<file path="config.mk">
export PLATFORM = sky130hd
export DESIGN_NAME = tmrh_handler
export DESIGN_NICKNAME = d
export VERILOG_FILES = /design/src/tmrh_pkg.sv /design/src/tmrh_sm_store.sv /design/src/tmrh_handler.sv
export VERILOG_INCLUDE_DIRS = /design/src
export SDC_FILE = /design/constraint.sdc
export NUM_CORES = 2
export LEC_CHECK = 0
export ABC_CLOCK_PERIOD_IN_PS = 3700
export BUFFER_PORTS_ARGS = -buffer_cell sky130_fd_sc_hd__buf_2
export CORE_MARGIN = 1
export CORE_UTILIZATION = 35
export CTS_CLUSTER_DIAMETER = 80
export DETAILED_ROUTE_END_ITERATION = 6
export GPL_TIMING_DRIVEN = 1
export HOLD_SLACK_MARGIN = 0.06
export RECOVER_POWER = 100
export SLEW_MARGIN = 20
export SYNTH_ARGS = -nofsm -noshare
export SYNTH_HDL_FRONTEND = slang
export SYNTH_SLANG_ARGS = --single-unit
</file>
<file path="constraint.sdc">
create_clock -name clk -period 3.7 [get_ports clk]
set_input_delay 0 -clock clk [delete_from_list [all_inputs] [get_ports clk]]
set_output_delay 0 -clock clk [all_outputs]
set_load 0.01 [all_outputs]
</file>
<file path="src/tmrh_params.svh">
// Constants of the test message response handler: identifiers, layout, registers.
// Assumes inclusion by bare name from the package; the modules use its macros.
`ifndef TMRH_PARAMS_SVH
`define TMRH_PARAMS_SVH

// Identifiers received from the tester
`define TMRH_ID_STATUS_REQ 8'h35
`define TMRH_ID_IND_REQ 8'h36
`define TMRH_ID_PWR_REQ 8'h37
`define TMRH_ID_SM_REQ 8'h39
`define TMRH_ID_RESET 8'hFF
// Tester identifiers understood but not implemented here
`define TMRH_ID_VOL_UP 8'h33
`define TMRH_ID_VOL_DN 8'h34
`define TMRH_ID_BELL_REQ 8'h38
`define TMRH_ID_KEYS 8'h3A
`define TMRH_ID_HOOK_ON 8'h40
`define TMRH_ID_HOOK_OFF 8'h41
`define TMRH_ID_BEARER 8'h46
`define TMRH_ID_SET_PWR 8'h50
// Identifiers sent to the tester
`define TMRH_ID_STATUS_RSP 8'h5B
`define TMRH_ID_IND_RSP 8'h5C
`define TMRH_ID_PWR_RSP 8'h5D
`define TMRH_ID_SM_RSP 8'h65
`define TMRH_ID_NOSM_RSP 8'h66
`define TMRH_ID_FAULT 8'hF0
`define TMRH_ID_NOTREC 8'hF1
`define TMRH_ID_NOTPERF 8'hF2

// Message lengths in octets, identifier included
`define TMRH_LEN_STATUS 8'h03
`define TMRH_LEN_ONE_PAYLOAD 8'h02
`define TMRH_LEN_BARE 8'h01
// Short message field layout (field octet positions, lengths and store depth)
`define TMRH_SM_OA_FIRST 8'h01
`define TMRH_SM_SC_FIRST 8'h0D
`define TMRH_SM_PID_POS 8'h19
`define TMRH_SM_UDL_POS 8'h22
`define TMRH_SM_HDR_LEN 8'h23
`define TMRH_SM_UD_MAX 8'h8C
`define TMRH_SM_SLOT_LEN 4'hC
`define TMRH_SM_DEPTH 176

// Register byte offsets
`define TMRH_REG_CTRL 8'h00
`define TMRH_REG_STATUS 8'h04
`define TMRH_REG_IND 8'h08
`define TMRH_REG_POWER 8'h0C
`define TMRH_REG_SM_LEN 8'h10
`define TMRH_REG_SM_ADDR 8'h14
`define TMRH_REG_SM_DATA 8'h18
`define TMRH_REG_IRQ_STAT 8'h1C
`define TMRH_REG_IRQ_EN 8'h20
`define TMRH_REG_IRQ_CLR 8'h24
`define TMRH_REG_STATE 8'h28
// Reset values
`define TMRH_RST_BYTE 8'h00
`define TMRH_RST_WORD 32'h0000_0000
`define TMRH_RST_EV 5'h00
// Bus answers
`define TMRH_RESP_OKAY 2'h0
`define TMRH_RESP_SLVERR 2'h2
// Event bits
`define TMRH_EV_REQ 0
`define TMRH_EV_SENT 1
`define TMRH_EV_RESET 2
`define TMRH_EV_UNREC 3
`define TMRH_EV_RESEND 4
`define TMRH_EV_W 5

`endif

</file>
<file path="src/tmrh_pkg.sv">
// Types of the test message response handler.
// Assumes tmrh_params.svh is on the include path.
package tmrh_pkg;
	`include "tmrh_params.svh"

	typedef enum logic [0:0] {
		TMRH_IDLE = 1'b0,
		TMRH_SEND = 1'b1
	} tmrh_state_t;

	typedef enum logic [2:0] {
		TMRH_K_STATUS = 3'b000,
		TMRH_K_IND = 3'b001,
		TMRH_K_POWER = 3'b010,
		TMRH_K_SM = 3'b011,
		TMRH_K_NOSM = 3'b100,
		TMRH_K_FAULT = 3'b101,
		TMRH_K_NOTREC = 3'b110,
		TMRH_K_NOTPERF = 3'b111
	} tmrh_kind_t;
endpackage

</file>
<file path="src/tmrh_sm_store.sv">
// Short message field storage in flip-flops, one write port and one read port.
// Assumes the writer keeps the address below DEPTH; others are dropped.
module tmrh_sm_store
	import tmrh_pkg::*;
#(
	parameter int DEPTH = `TMRH_SM_DEPTH
)
(
	// Clock
	input wire logic clk,
	// Write port
	input wire logic wr_en,
	input wire logic [7:0] wr_addr,
	input wire logic [7:0] wr_data,
	// Read port
	input wire logic [7:0] rd_addr,
	output logic [7:0] rd_data,
	// Stored user data length octet
	output logic [7:0] udl
);
	logic [7:0] mem_q [DEPTH];
	logic [7:0] mem_d [DEPTH];

	always_comb
	begin
		mem_d = mem_q;
		if (wr_en && (int'(wr_addr) < DEPTH))
		begin
			mem_d[wr_addr] = wr_data;
		end
	end

	always_ff @(posedge clk)
	begin
		mem_q <= mem_d;
	end

	// No reset on storage: the present flag in the handler says if it is valid
	assign rd_data = (int'(rd_addr) < DEPTH) ? mem_q[rd_addr] : `TMRH_RST_BYTE;
	assign udl = mem_q[`TMRH_SM_UDL_POS];
endmodule // tmrh_sm_store

</file>
<file path="src/tmrh_handler.sv">
// Test message response handler: answers tester requests with octet messages.
// Assumes octet streams with valid/ready, and an AXI4-Lite master for setup.
//
// The placing of the registers and the AXI4-Lite register port were decided locally.
module tmrh_handler
	import tmrh_pkg::*;
#(
	parameter int ADDR_W = 8
)
(
	// Clock and reset
	input wire logic clk,
	input wire logic srst,
	// AXI4-Lite write
	input wire logic [ADDR_W-1:0] s_axi_awaddr,
	input wire logic s_axi_awvalid,
	output logic s_axi_awready,
	input wire logic [31:0] s_axi_wdata,
	input wire logic [3:0] s_axi_wstrb,
	input wire logic s_axi_wvalid,
	output logic s_axi_wready,
	output logic [1:0] s_axi_bresp,
	output logic s_axi_bvalid,
	input wire logic s_axi_bready,
	// AXI4-Lite read
	input wire logic [ADDR_W-1:0] s_axi_araddr,
	input wire logic s_axi_arvalid,
	output logic s_axi_arready,
	output logic [31:0] s_axi_rdata,
	output logic [1:0] s_axi_rresp,
	output logic s_axi_rvalid,
	input wire logic s_axi_rready,
	// Octets from the tester
	input wire logic rx_valid,
	input wire logic [7:0] rx_data,
	input wire logic rx_last,
	output logic rx_ready,
	// Octets to the tester
	output logic tx_valid,
	output logic [7:0] tx_data,
	output logic tx_last,
	input wire logic tx_ready,
	// Full reset pulse and interrupt
	output logic full_reset_command,
	output logic irq
);
	function automatic logic [7:0] msg_id(input tmrh_kind_t k);
		unique case (k)
			TMRH_K_STATUS: msg_id = `TMRH_ID_STATUS_RSP;
			TMRH_K_IND: msg_id = `TMRH_ID_IND_RSP;
			TMRH_K_POWER: msg_id = `TMRH_ID_PWR_RSP;
			TMRH_K_SM: msg_id = `TMRH_ID_SM_RSP;
			TMRH_K_NOSM: msg_id = `TMRH_ID_NOSM_RSP;
			TMRH_K_FAULT: msg_id = `TMRH_ID_FAULT;
			TMRH_K_NOTREC: msg_id = `TMRH_ID_NOTREC;
			TMRH_K_NOTPERF: msg_id = `TMRH_ID_NOTPERF;
		endcase
	endfunction

	function automatic logic [7:0] msg_len(input tmrh_kind_t k, input logic [7:0] u);
		logic [7:0] uc;
		uc = (u > `TMRH_SM_UD_MAX) ? `TMRH_SM_UD_MAX : u;
		unique case (k)
			TMRH_K_STATUS: msg_len = `TMRH_LEN_STATUS;
			TMRH_K_IND, TMRH_K_POWER: msg_len = `TMRH_LEN_ONE_PAYLOAD;
			TMRH_K_SM: msg_len = 8'(`TMRH_LEN_BARE + `TMRH_SM_HDR_LEN + uc);
			TMRH_K_NOSM, TMRH_K_FAULT, TMRH_K_NOTREC, TMRH_K_NOTPERF:
				msg_len = `TMRH_LEN_BARE;
		endcase
	endfunction

	function automatic logic [31:0] wmerge(input logic [31:0] old, input logic [31:0] nw,
		input logic [3:0] st);
		for (int i = 0; i < 4; i++)
		begin
			wmerge[i*8 +: 8] = st[i] ? nw[i*8 +: 8] : old[i*8 +: 8];
		end
	endfunction

	// Configuration and message state
	logic fault_q, fault_d, sm_present_q, sm_present_d;
	logic [15:0] status_q, status_d;
	logic ind_q, ind_d;
	logic [7:0] power_q, power_d, sm_addr_q, sm_addr_d;
	logic [3:0] oa_len_q, oa_len_d, sc_len_q, sc_len_d;
	tmrh_state_t state_q, state_d;
	tmrh_kind_t kind_q, kind_d, last_kind_q, last_kind_d;
	logic have_last_q, have_last_d, first_q, first_d;
	logic [7:0] id_q, id_d, idx_q, idx_d;
	logic rx_ready_q, rx_ready_d, tx_valid_q, tx_valid_d, tx_last_q, tx_last_d;
	logic [7:0] tx_data_q, tx_data_d;
	logic rst_cmd_q, rst_cmd_d;
	// Bus and interrupt state, untouched by the commanded reset
	logic aw_hold_q, aw_hold_d, w_hold_q, w_hold_d;
	logic awready_q, awready_d, wready_q, wready_d;
	logic [ADDR_W-1:0] awaddr_q, awaddr_d;
	logic [31:0] wdata_q, wdata_d, rdata_q, rdata_d;
	logic [3:0] wstrb_q, wstrb_d;
	logic bvalid_q, bvalid_d, rvalid_q, rvalid_d, arready_q, arready_d;
	logic [1:0] bresp_q, bresp_d, rresp_q, rresp_d;
	logic [`TMRH_EV_W-1:0] irq_stat_q, irq_stat_d, irq_en_q, irq_en_d, ev, clr;
	logic irq_q, irq_d;
	// Short message store access
	logic mem_we;
	logic [7:0] mem_wdata, mem_rd, udl, pay, req;
	tmrh_kind_t k;
	logic [31:0] wr_word;

	tmrh_sm_store #(.DEPTH(`TMRH_SM_DEPTH)) u_store (
		.clk(clk),
		.wr_en(mem_we),
		.wr_addr(sm_addr_q),
		.wr_data(mem_wdata),
		.rd_addr(idx_q),
		.rd_data(mem_rd),
		.udl(udl)
	);

	// Payload octet that follows octet idx_q; field position equals idx_q
	always_comb
	begin
		pay = `TMRH_RST_BYTE;
		unique case (kind_q)
			TMRH_K_STATUS: pay = (idx_q == `TMRH_RST_BYTE) ?
				{4'h0, status_q[3:0]} : status_q[15:8];
			TMRH_K_IND: pay = {7'h00, ind_q};
			TMRH_K_POWER: pay = power_q;
			TMRH_K_SM:
			begin
				if (idx_q == `TMRH_RST_BYTE)
				begin
					pay = `TMRH_RST_BYTE;
				end
				else if (idx_q < `TMRH_SM_SC_FIRST)
				begin
					pay = (idx_q - `TMRH_SM_OA_FIRST < {4'h0, oa_len_q}) ? mem_rd : 8'h00;
				end
				else if (idx_q < `TMRH_SM_PID_POS)
				begin
					pay = (idx_q - `TMRH_SM_SC_FIRST < {4'h0, sc_len_q}) ? mem_rd : 8'h00;
				end
				else
				begin
					pay = mem_rd;
				end
			end
			TMRH_K_NOSM, TMRH_K_FAULT, TMRH_K_NOTREC, TMRH_K_NOTPERF: pay = `TMRH_RST_BYTE;
		endcase
	end

	always_comb
	begin
		fault_d = fault_q;
		sm_present_d = sm_present_q;
		status_d = status_q;
		ind_d = ind_q;
		power_d = power_q;
		sm_addr_d = sm_addr_q;
		oa_len_d = oa_len_q;
		sc_len_d = sc_len_q;
		state_d = state_q;
		kind_d = kind_q;
		last_kind_d = last_kind_q;
		have_last_d = have_last_q;
		first_d = first_q;
		id_d = id_q;
		idx_d = idx_q;
		tx_valid_d = tx_valid_q;
		tx_last_d = tx_last_q;
		tx_data_d = tx_data_q;
		rst_cmd_d = 1'b0;
		aw_hold_d = aw_hold_q;
		w_hold_d = w_hold_q;
		awaddr_d = awaddr_q;
		wdata_d = wdata_q;
		wstrb_d = wstrb_q;
		bvalid_d = bvalid_q;
		bresp_d = bresp_q;
		rvalid_d = rvalid_q;
		rdata_d = rdata_q;
		rresp_d = rresp_q;
		irq_en_d = irq_en_q;
		ev = `TMRH_RST_EV;
		clr = `TMRH_RST_EV;
		mem_we = 1'b0;
		mem_wdata = wdata_q[7:0];
		req = first_q ? rx_data : id_q;
		k = TMRH_K_NOTPERF;
		wr_word = `TMRH_RST_WORD;
		// Write channel: address and data accepted in either order
		if (s_axi_awvalid && s_axi_awready)
		begin
			aw_hold_d = 1'b1;
			awaddr_d = s_axi_awaddr;
		end
		if (s_axi_wvalid && s_axi_wready)
		begin
			w_hold_d = 1'b1;
			wdata_d = s_axi_wdata;
			wstrb_d = s_axi_wstrb;
		end
		if (bvalid_q && s_axi_bready)
		begin
			bvalid_d = 1'b0;
		end
		if (aw_hold_q && w_hold_q && !bvalid_q)
		begin
			aw_hold_d = 1'b0;
			w_hold_d = 1'b0;
			bvalid_d = 1'b1;
			bresp_d = `TMRH_RESP_OKAY;
			unique case (8'(awaddr_q))
				`TMRH_REG_CTRL:
				begin
					wr_word = wmerge({30'h0, sm_present_q, fault_q}, wdata_q, wstrb_q);
					fault_d = wr_word[0];
					sm_present_d = wr_word[1];
				end
				`TMRH_REG_STATUS:
				begin
					wr_word = wmerge({16'h0, status_q}, wdata_q, wstrb_q);
					status_d = {wr_word[15:8], 4'h0, wr_word[3:0]};
				end
				`TMRH_REG_IND: ind_d = wstrb_q[0] ? wdata_q[0] : ind_q;
				`TMRH_REG_POWER: power_d = wstrb_q[0] ? wdata_q[7:0] : power_q;
				`TMRH_REG_SM_LEN:
				begin
					wr_word = wmerge({16'h0, sc_len_q, 4'h0, 4'h0, oa_len_q}, wdata_q, wstrb_q);
					oa_len_d = (wr_word[3:0] > `TMRH_SM_SLOT_LEN) ? `TMRH_SM_SLOT_LEN : wr_word[3:0];
					sc_len_d = (wr_word[15:12] > `TMRH_SM_SLOT_LEN) ? `TMRH_SM_SLOT_LEN :
						wr_word[15:12];
				end
				`TMRH_REG_SM_ADDR: sm_addr_d = wstrb_q[0] ? wdata_q[7:0] : sm_addr_q;
				`TMRH_REG_SM_DATA:
				begin
					// Auto-increment so a message loads with repeated writes
					mem_we = wstrb_q[0];
					sm_addr_d = wstrb_q[0] ? 8'(sm_addr_q + 8'h01) : sm_addr_q;
				end
				`TMRH_REG_IRQ_EN: irq_en_d = wstrb_q[0] ? wdata_q[`TMRH_EV_W-1:0] : irq_en_q;
				`TMRH_REG_IRQ_CLR: clr = wstrb_q[0] ? wdata_q[`TMRH_EV_W-1:0] : `TMRH_RST_EV;
				`TMRH_REG_IRQ_STAT, `TMRH_REG_STATE: bresp_d = `TMRH_RESP_OKAY;
				default: bresp_d = `TMRH_RESP_SLVERR;
			endcase
		end
		// Read channel
		if (rvalid_q && s_axi_rready)
		begin
			rvalid_d = 1'b0;
		end
		if (s_axi_arvalid && arready_q)
		begin
			rvalid_d = 1'b1;
			rresp_d = `TMRH_RESP_OKAY;
			rdata_d = `TMRH_RST_WORD;
			unique case (8'(s_axi_araddr))
				`TMRH_REG_CTRL: rdata_d = {30'h0, sm_present_q, fault_q};
				`TMRH_REG_STATUS: rdata_d = {16'h0, status_q};
				`TMRH_REG_IND: rdata_d = {31'h0, ind_q};
				`TMRH_REG_POWER: rdata_d = {24'h0, power_q};
				`TMRH_REG_SM_LEN: rdata_d = {16'h0, sc_len_q, 4'h0, 4'h0, oa_len_q};
				`TMRH_REG_SM_ADDR: rdata_d = {24'h0, sm_addr_q};
				`TMRH_REG_IRQ_STAT: rdata_d = {27'h0, irq_stat_q};
				`TMRH_REG_IRQ_EN: rdata_d = {27'h0, irq_en_q};
				`TMRH_REG_STATE: rdata_d = {27'h0, have_last_q, last_kind_q, state_q};
				`TMRH_REG_SM_DATA, `TMRH_REG_IRQ_CLR: rdata_d = `TMRH_RST_WORD;
				default: rresp_d = `TMRH_RESP_SLVERR;
			endcase
		end
		arready_d = !rvalid_d;
		// Registered so the ready ports come straight from flops
		awready_d = !aw_hold_d;
		wready_d = !w_hold_d;
		// Message engine
		unique case (state_q)
			TMRH_IDLE:
			begin
				if (rx_valid && rx_ready_q)
				begin
					first_d = rx_last;
					if (first_q)
					begin
						id_d = rx_data;
					end
					// Extra octets are swallowed; action waits for the last one
					if (rx_last)
					begin
						if (req == `TMRH_ID_RESET)
						begin
							rst_cmd_d = 1'b1;
							ev[`TMRH_EV_RESET] = 1'b1;
						end
						else
						begin
							ev[`TMRH_EV_REQ] = 1'b1;
							unique case (req)
								`TMRH_ID_STATUS_REQ: k = TMRH_K_STATUS;
								`TMRH_ID_IND_REQ: k = TMRH_K_IND;
								`TMRH_ID_PWR_REQ: k = TMRH_K_POWER;
								`TMRH_ID_SM_REQ: k = sm_present_q ? TMRH_K_SM : TMRH_K_NOSM;
								`TMRH_ID_NOTREC:
								begin
									ev[`TMRH_EV_RESEND] = have_last_q;
									k = have_last_q ? last_kind_q : TMRH_K_NOTPERF;
								end
								`TMRH_ID_VOL_UP, `TMRH_ID_VOL_DN, `TMRH_ID_BELL_REQ, `TMRH_ID_KEYS,
								`TMRH_ID_HOOK_ON, `TMRH_ID_HOOK_OFF, `TMRH_ID_BEARER,
								`TMRH_ID_SET_PWR: k = TMRH_K_NOTPERF;
								default:
								begin
									ev[`TMRH_EV_UNREC] = 1'b1;
									k = TMRH_K_NOTREC;
								end
							endcase
							// A fault is only ever reported as an answer
							if (fault_q)
							begin
								k = TMRH_K_FAULT;
							end
							state_d = TMRH_SEND;
							kind_d = k;
							last_kind_d = k;
							have_last_d = 1'b1;
							idx_d = `TMRH_RST_BYTE;
							tx_valid_d = 1'b1;
							tx_data_d = msg_id(k);
							tx_last_d = (msg_len(k, udl) == `TMRH_LEN_BARE);
						end
					end
				end
			end
			TMRH_SEND:
			begin
				if (tx_valid_q && tx_ready)
				begin
					if (tx_last_q)
					begin
						state_d = TMRH_IDLE;
						tx_valid_d = 1'b0;
						tx_last_d = 1'b0;
						ev[`TMRH_EV_SENT] = 1'b1;
					end
					else
					begin
						tx_data_d = pay;
						idx_d = 8'(idx_q + 8'h01);
						tx_last_d = (8'(idx_q + 8'h02) == msg_len(kind_q, udl));
					end
				end
			end
		endcase
		rx_ready_d = (state_d == TMRH_IDLE) && !rst_cmd_d;
		// Set wins over a clear in the same cycle
		irq_stat_d = (irq_stat_q & ~clr) | ev;
		irq_d = |(irq_stat_d & irq_en_d);
	end

	always_ff @(posedge clk)
	begin
		if (srst || rst_cmd_q)
		begin
			fault_q <= 1'b0;
			sm_present_q <= 1'b0;
			status_q <= 16'h0000;
			ind_q <= 1'b0;
			power_q <= `TMRH_RST_BYTE;
			sm_addr_q <= `TMRH_RST_BYTE;
			oa_len_q <= 4'h0;
			sc_len_q <= 4'h0;
			state_q <= TMRH_IDLE;
			kind_q <= TMRH_K_NOTPERF;
			last_kind_q <= TMRH_K_NOTPERF;
			have_last_q <= 1'b0;
			first_q <= 1'b1;
			id_q <= `TMRH_RST_BYTE;
			idx_q <= `TMRH_RST_BYTE;
			rx_ready_q <= 1'b0;
			tx_valid_q <= 1'b0;
			tx_last_q <= 1'b0;
			tx_data_q <= `TMRH_RST_BYTE;
		end
		else
		begin
			fault_q <= fault_d;
			sm_present_q <= sm_present_d;
			status_q <= status_d;
			ind_q <= ind_d;
			power_q <= power_d;
			sm_addr_q <= sm_addr_d;
			oa_len_q <= oa_len_d;
			sc_len_q <= sc_len_d;
			state_q <= state_d;
			kind_q <= kind_d;
			last_kind_q <= last_kind_d;
			have_last_q <= have_last_d;
			first_q <= first_d;
			id_q <= id_d;
			idx_q <= idx_d;
			rx_ready_q <= rx_ready_d;
			tx_valid_q <= tx_valid_d;
			tx_last_q <= tx_last_d;
			tx_data_q <= tx_data_d;
		end
		// Bus and interrupt state survive the commanded reset so no transfer is torn
		if (srst)
		begin
			rst_cmd_q <= 1'b0;
			aw_hold_q <= 1'b0;
			w_hold_q <= 1'b0;
			awaddr_q <= '0;
			wdata_q <= `TMRH_RST_WORD;
			wstrb_q <= 4'h0;
			bvalid_q <= 1'b0;
			bresp_q <= `TMRH_RESP_OKAY;
			rvalid_q <= 1'b0;
			rdata_q <= `TMRH_RST_WORD;
			rresp_q <= `TMRH_RESP_OKAY;
			arready_q <= 1'b0;
			awready_q <= 1'b0;
			wready_q <= 1'b0;
			irq_stat_q <= `TMRH_RST_EV;
			irq_en_q <= `TMRH_RST_EV;
			irq_q <= 1'b0;
		end
		else
		begin
			rst_cmd_q <= rst_cmd_d;
			aw_hold_q <= aw_hold_d;
			w_hold_q <= w_hold_d;
			awaddr_q <= awaddr_d;
			wdata_q <= wdata_d;
			wstrb_q <= wstrb_d;
			bvalid_q <= bvalid_d;
			bresp_q <= bresp_d;
			rvalid_q <= rvalid_d;
			rdata_q <= rdata_d;
			rresp_q <= rresp_d;
			arready_q <= arready_d;
			awready_q <= awready_d;
			wready_q <= wready_d;
			irq_stat_q <= irq_stat_d;
			irq_en_q <= irq_en_d;
			irq_q <= irq_d;
		end
	end

	assign s_axi_awready = awready_q;
	assign s_axi_wready = wready_q;
	assign s_axi_bresp = bresp_q;
	assign s_axi_bvalid = bvalid_q;
	assign s_axi_arready = arready_q;
	assign s_axi_rdata = rdata_q;
	assign s_axi_rresp = rresp_q;
	assign s_axi_rvalid = rvalid_q;
	assign rx_ready = rx_ready_q;
	assign tx_valid = tx_valid_q;
	assign tx_data = tx_data_q;
	assign tx_last = tx_last_q;
	assign full_reset_command = rst_cmd_q;
	assign irq = irq_q;
endmodule // tmrh_handler

</file>
-- Word-level counts from Yosys, hierarchy flattened
Memories as Yosys holds them, arrays and structs flattened.
Index checks and enable logic that the tools add are counted.
- flip-flop bits (word level): 1561
- bits in read-only memories: 56
- bits of input ports: 70
- output and inout port bits: 54
- logic and storage cells: 447
- memories kept: 1
- memory list (name ; depth ; bits a word ; rd ports ; clocked after memory_dff ; wr ports ; line ; text):
    (name not given) ; 8 ; 7 ; 1 ; 0 ; 0 ; tmrh_handler.sv:48 ; unique case (k)
- $add $sub $neg: 6
- magnitude comparators: 12
- eq/ne operators: 58
- muxes and demuxes: 103
- bitwise logic cells: 9
- reduce and logical (&&, ||, !) cells: 46
- operator list (cell ; number):
    $bwmux 1408 ; 1
    $mux 8 ; 32
    $pmux 16 s9 ; 1
    $eq 8x6->1 const B ; 14
    $bmux 8 s8 ; 1
    $demux 8 s8 ; 1
    $eq 8x5->1 const B ; 8
    $pmux 8 s4 ; 2
    $pmux 8 s2 ; 3
    $pmux 8 s5 ; 1
    $mux 1 ; 35
    $eq 8x4->1 const B ; 4
    $eq 8x7->1 const B ; 4
    $mux 3 ; 10
    $mux 5 ; 6
    $eq 3x3->1 const B ; 8
    $logic_not 8->1 ; 3
    $reduce_or 11->1 ; 2
    $ge 9x9->1 const B ; 2
    $not 8->9 ; 2
    $pmux 3 s6 ; 1
    $add 8x1->8 const B ; 2
    $eq 8x3->1 const B ; 2
    $eq 8x8->1 const B ; 2
    38 further kinds ; 87

-- Logic depth before layout (Yosys ltp)
- depth after elaboration: 21
- mapped depth: 20
- depth with buffers taken out: 15

-- By module
A second synthesis with hierarchy kept.
- cell total of the unflattened synthesis: 3472
- area, all modules: 62456.2 um^2
- by module, submodules not included (module ; times used ; cells each ; area each (um^2) ; seq. area each (um^2)):
    tmrh_sm_store ; 1 ; 2547 ; 55035.3 ; 42280.6
    tmrh_handler ; 1 ; 925 ; 7420.9 ; 2702.6

-- Worst setup path before layout
No wires, ideal clock.
- path kind: flip-flop to flip-flop
- start point: register wdata_q[0]
- end point: register irq_q (netlist: irq)
- data arrival time: 3307 ps
- required time: 3572 ps
- setup slack: 265 ps
- cell stages (with the launch flop): 7
- path buffers: 1
- clock period less this slack: 3435 ps
- cells stage by stage: dfxtp_1 > clkbuf_1 > nand2_1 > a21boi_0 > o22ai_1 > nor2_1 > o21ai_1
- longest elaborated chain between the ends: 8
- ends and longest elaborated chain (element ; line ; text):
    start, declared ; tmrh_handler.sv:97 ; logic [31:0] wdata_q, wdata_d, rdata_q, rdata_d;
    start signal, assigned ; tmrh_handler.sv:411 ; wdata_q <= `TMRH_RST_WORD;
    start signal, assigned ; tmrh_handler.sv:431 ; wdata_q <= wdata_d;
    $mux 5 (no line) ; n/a ;
    $mux 5 ; tmrh_handler.sv:212 ; unique case (8'(awaddr_q))
    $mux 5 ; tmrh_handler.sv:206 ; if (aw_hold_q && w_hold_q && !bvalid_q)
    $not 5->5 ; tmrh_handler.sv:354 ; irq_stat_d = (irq_stat_q & ~clr) | ev;
    $and 5x5->5 ; tmrh_handler.sv:354 ;
    $or 5x5->5 ; tmrh_handler.sv:354 ;
    $and 5x5->5 (*) ; tmrh_handler.sv:355 ; irq_d = |(irq_stat_d & irq_en_d);
    $reduce_or 5->1 (*) ; tmrh_handler.sv:355 ;
    end signal, assigned ; tmrh_handler.sv:443 ; irq_q <= irq_d;
    end, declared ; tmrh_handler.sv:102 ; logic irq_q, irq_d;
Mark *: on every way between the ends. The rest lies on a longest branch, timed or not.
A chain may end at the register's enable or synchronous reset.

-- Worst setup path after layout
- start point: register idx_q[0]
- end point: register tx_data_q[7] (netlist: tx_data[7])
- longest elaborated chain between the ends: 13
- ends and longest elaborated chain (element ; line ; text):
    start, declared ; tmrh_handler.sv:89 ; logic [7:0] id_q, id_d, idx_q, idx_d;
    start signal, assigned ; tmrh_handler.sv:376 ; idx_q <= `TMRH_RST_BYTE;
    start signal, assigned ; tmrh_handler.sv:398 ; idx_q <= idx_d;
    $not 8->9 (not written as such) ; tmrh_sm_store.sv:39 ; assign rd_data = (int'(rd_addr) < DEPTH) ? mem_q[rd_addr] : `TMRH_RST_BYTE;
    $bmux 8 s8 ; tmrh_sm_store.sv:39 ;
    $mux 8 (not written as such) (2 in a row) ; tmrh_sm_store.sv:39 ;
    $mux 8 (no line) ; n/a ;
    $mux 8 ; tmrh_handler.sv:140 ; pay = (idx_q - `TMRH_SM_SC_FIRST < {4'h0, sc_len_q}) ? mem_rd : 8'h00;
    $mux 8 ; tmrh_handler.sv:138 ; else if (idx_q < `TMRH_SM_PID_POS)
    $mux 8 ; tmrh_handler.sv:134 ; else if (idx_q < `TMRH_SM_SC_FIRST)
    $mux 8 ; tmrh_handler.sv:130 ; if (idx_q == `TMRH_RST_BYTE)
    $pmux 8 s5 (*) ; tmrh_handler.sv:123 ; unique case (kind_q)
    $mux 8 (*) ; tmrh_handler.sv:336 ; if (tx_last_q)
    $mux 8 (*) ; tmrh_handler.sv:334 ; if (tx_valid_q && tx_ready)
    $pmux 8 s2 (*) ; tmrh_handler.sv:275 ; unique case (state_q)
    end signal, assigned ; tmrh_handler.sv:380 ; tx_data_q <= `TMRH_RST_BYTE;
    end signal, assigned ; tmrh_handler.sv:402 ; tx_data_q <= tx_data_d;
    end, declared ; tmrh_handler.sv:91 ; logic [7:0] tx_data_q, tx_data_d;
Mark *: on every way between the ends. The rest lies on a longest branch, timed or not. The select of a mux whose other input is x is not followed.

==> run metrics <==
Worst Hold End=s_axi_rresp[1]; FF+latch count, synth=1543; Filler Cell Count=about 16k; post-route minimum period=3.62 ns; Nets=about 4.3k; CTS tree=done; clk sinks=1543; CTS Buf Count=between 150 and 200; Hold Crit Class=in -> reg; Cell Area, Placed=about 68000 µm²; DR vias=~37k; GRT Overall Usage=0.205; CP arrival=between 4 and 5 ns; DR iter-0 viols=4609; Pwr Total=between 30 and 40 mW; worst reg2reg path startpoint=idx_q[0]; Slew Limit Fails=approximately 680; top_reg_cell synth=edfxtp_1; outcome=finished, violations left; VDD IR-drop max=approximately 410 µV; EDFF count, synth=between 1k and 1.5k; Die Area=180000 µm²; initial core utilization=0.354; Register-to-Register Setup Slack=0.08 ns; Worst R2R Path Depth=11; fmax=~0.28 GHz; port bufs=slightly below 90; Routed wire per std cell=~28 µm; failing checks=design-rule violations, max-capacitance violations, max-slew violations; chip height=425 µm; hold_sp=s_axi_araddr[0]; worst hold margin=approximately 0.14 ns; Area contributors post-synth=edfxtp_1, mux4_2, dfxtp_1; synthesized area=62600 µm²; WP data required=about 4.4 ns; clk slew on worst S/H paths=around 0.07 ns; Clock Latency Late Sink=about 0.82 ns; drt first pass iters=7; proportion of layout cells with a drive suffix above 1=0.200; Final GP Congestion=0.898; Post-Layout Inst Area=around 74000 µm²; Lkg Pwr=between 20 and 25 nW; worst-margin pin slew=3.06 ns; sequential fraction of the synthesis area=0.719; Setup TNS=0 ns; vias in the first global route=between 30k and 40k; Clock Tree Buf Depth=3; Clock Skew=0.0363 ns; # H-tree levels=4; Horiz. Die Dim=around 420 µm; Critical Path Slowest Stage Cell=mux4_2; area of the core=between 150000 and 200000 µm²; final setup violation count=0; syn_area_per_cell=17.4 µm²; crit path max fanout=23; kind of critical path=reg -> reg; synth warn=0; Relative slew margins=-1.04; Power Density=approximately 480 nW/µm²; Via density=~5.6; DP HPWL=119000 µm; worst r2r dst=tx_data[7]; antenna viol nets, final=0; largest net degree at the start of global routing=approximately 110; Final period util=0.979; startpoint types=flip-flop; Distinct cells, synth=92; CP Capture Type=flip-flop; final WL=between 150000 and 200000 µm; Yosys top cell area share=0.676; Synth-to-Final Area Change=18.0%; Rows=154; root buf cell=clkbuf_16; slowest stage delay, CP=~0.54 ns; hold path cells=4; ys async rst share=0; antenna violations before repair=6; Congestion Overflow GR=0; max cap viols=11; boundary pin count=124; critical-path cell list=buf_12 > buf_8 > clkbuf_4 > mux4_2 > and2_0 > o21a_1 > o21ai_0 > o211ai_1 > nand3b_1 > o221ai_1 > and3_1; first-pass GRT wire length=266000 µm; Fin. Hold Viols=0; detailed-route DRC error count=2; RSZ-0062 raised after global routing=false; gate count of the mapped netlist=3604; top cell type by total area after synthesis=edfxtp_1
==> state kept, by name, indices dropped and copies added, names as in the netlist, 12 cells and up <==
name / flops
s_axi_rdata: 16
wdata_q: 16
u_store.mem_q: 1400
status_q: 12
==> final cells by class <==
| cell class | instances | area [µm²] | share of cell area |
|---|---|---|---|
| Sequential cell | 1543 | 45000 | 0.609 |
| Timing Repair Buffer | 655 | 4680 | 0.0634 |
| Inverter | 27 | 101 | 0.00137 |
| Antenna cell | 1 | 2.50 | 0.0000339 |
| Tap cell | 2340 | 2930 | 0.0397 |
| Multi-Input combinational cell | 1810 | 16100 | 0.217 |
| Clock buffer | 202 | 4180 | 0.0566 |
| Clock inverter | 89 | 893 | 0.0121 |
==> layer usage <==
layer / track usage / vias up / routed length, µm
met5: 0 / - / 49
met4: 0.0816 / 8 / 7840
met3: 0.0377 / 388 / 15700
met2: 0.317 / 1917 / 85500
met1: 0.286 / 19360 / 77600
li1: - / 15578 / -
==> through the flow <==
stage / utilization / cells / setup WS [ns]
floorplan: - / 3621 / 0.265
global placement: 0.384 / 6200 / 0.0485
detailed placement: 0.384 / 6200 / 0.0683
CTS: 0.422 / 6666 / 0.0514
global route: 0.417 / 6666 / 0.00774
finish: 0.417 / 6667 / 0.0784
==> timing repair <==
action	4_1_cts	5_1_grt
hold endpoints to repair	93	0
hold buffers	175	0
setup buffers	0	0
endpoints found under the setup margin	0	6
resized for setup	0	3
==> cells in the mapped netlist (all sizes together), types with 5 or more instances <==
cell / count
a2111oi: 6
a211o: 5
a211oi: 22
a21boi: 5
a21o: 6
a21oi: 121
a221oi: 36
a22o: 11
a22oi: 71
a311oi: 9
a31oi: 21
and2: 8
and3: 12
buf: 146
clkbuf: 95
dfxtp: 135
edfxtp: 1408
ha: 23
inv: 25
mux2: 18
mux2i: 162
mux4: 299
nand2: 212
nand2b: 18
nand3: 85
nand3b: 7
nand4: 21
nor2: 332
nor2b: 21
nor3: 42
nor3b: 9
nor4: 14
o2111ai: 6
o211ai: 15
o21ai: 54
o22ai: 7
o31ai: 11
o32ai: 5
or2: 6
or3: 5
xnor2: 19
xor2: 7
==> worst max-delay path by stage <==
stage / startpoint / to / slack (ns) / cells past startpoint
floorplan: wdata_q[0] / irq / 0.26 / 6
detailed placement: idx_q[0] / tx_data[2] / 0.07 / 11
global placement: idx_q[0] / tx_data[2] / 0.05 / 11
CTS: idx_q[0] / tx_data[2] / 0.05 / 11
finish: idx_q[0] / tx_data[7] / 0.08 / 11
global route: awaddr_q[0] / u_store.mem_q[507] / 0.008 / 8
==> placed cells by master, fill, tap and decap left out, types with 71 or more instances in the layout <==
cell type,n
edfxtp_1,1408
nor2_1,328
mux4_2,283
clkbuf_1,214
nand2_1,211
dlygate4sd3_1,175
mux2i_1,162
buf_4,161
clkbuf_16,159
dfxtp_1,128
a21oi_1,121
nand3_1,81
a22oi_1,71
==> cell families after synthesis <==
kind of cell               synth area share
DFF                                   0.719
and+or+nand+nor                      0.0577
buffers and inverters                0.0259
adders and majority gates           0.00460
AOI/OAI and AO/OA                    0.0515
xor gates and xnor gates            0.00364
other                             0.0000599
muxes                                 0.138
==> report_power, final <==
part,internal (mW),switching (mW)
sequential,19.0,0.131
clock,8.85,6.87
combinational,0.260,0.444
total,28.1,7.45
==> critical path, delay by kind of cell (launching register included) <==
family	cells	cell delay (ns)
AO/OA/AOI/OAI	4	1.01
buffers and inverters	3	0.92
flip-flops	1	0.37
AND/OR/NAND/NOR	3	0.66
multiplexers	1	0.54
No activity file was read; power rests on OpenSTA's default activity.
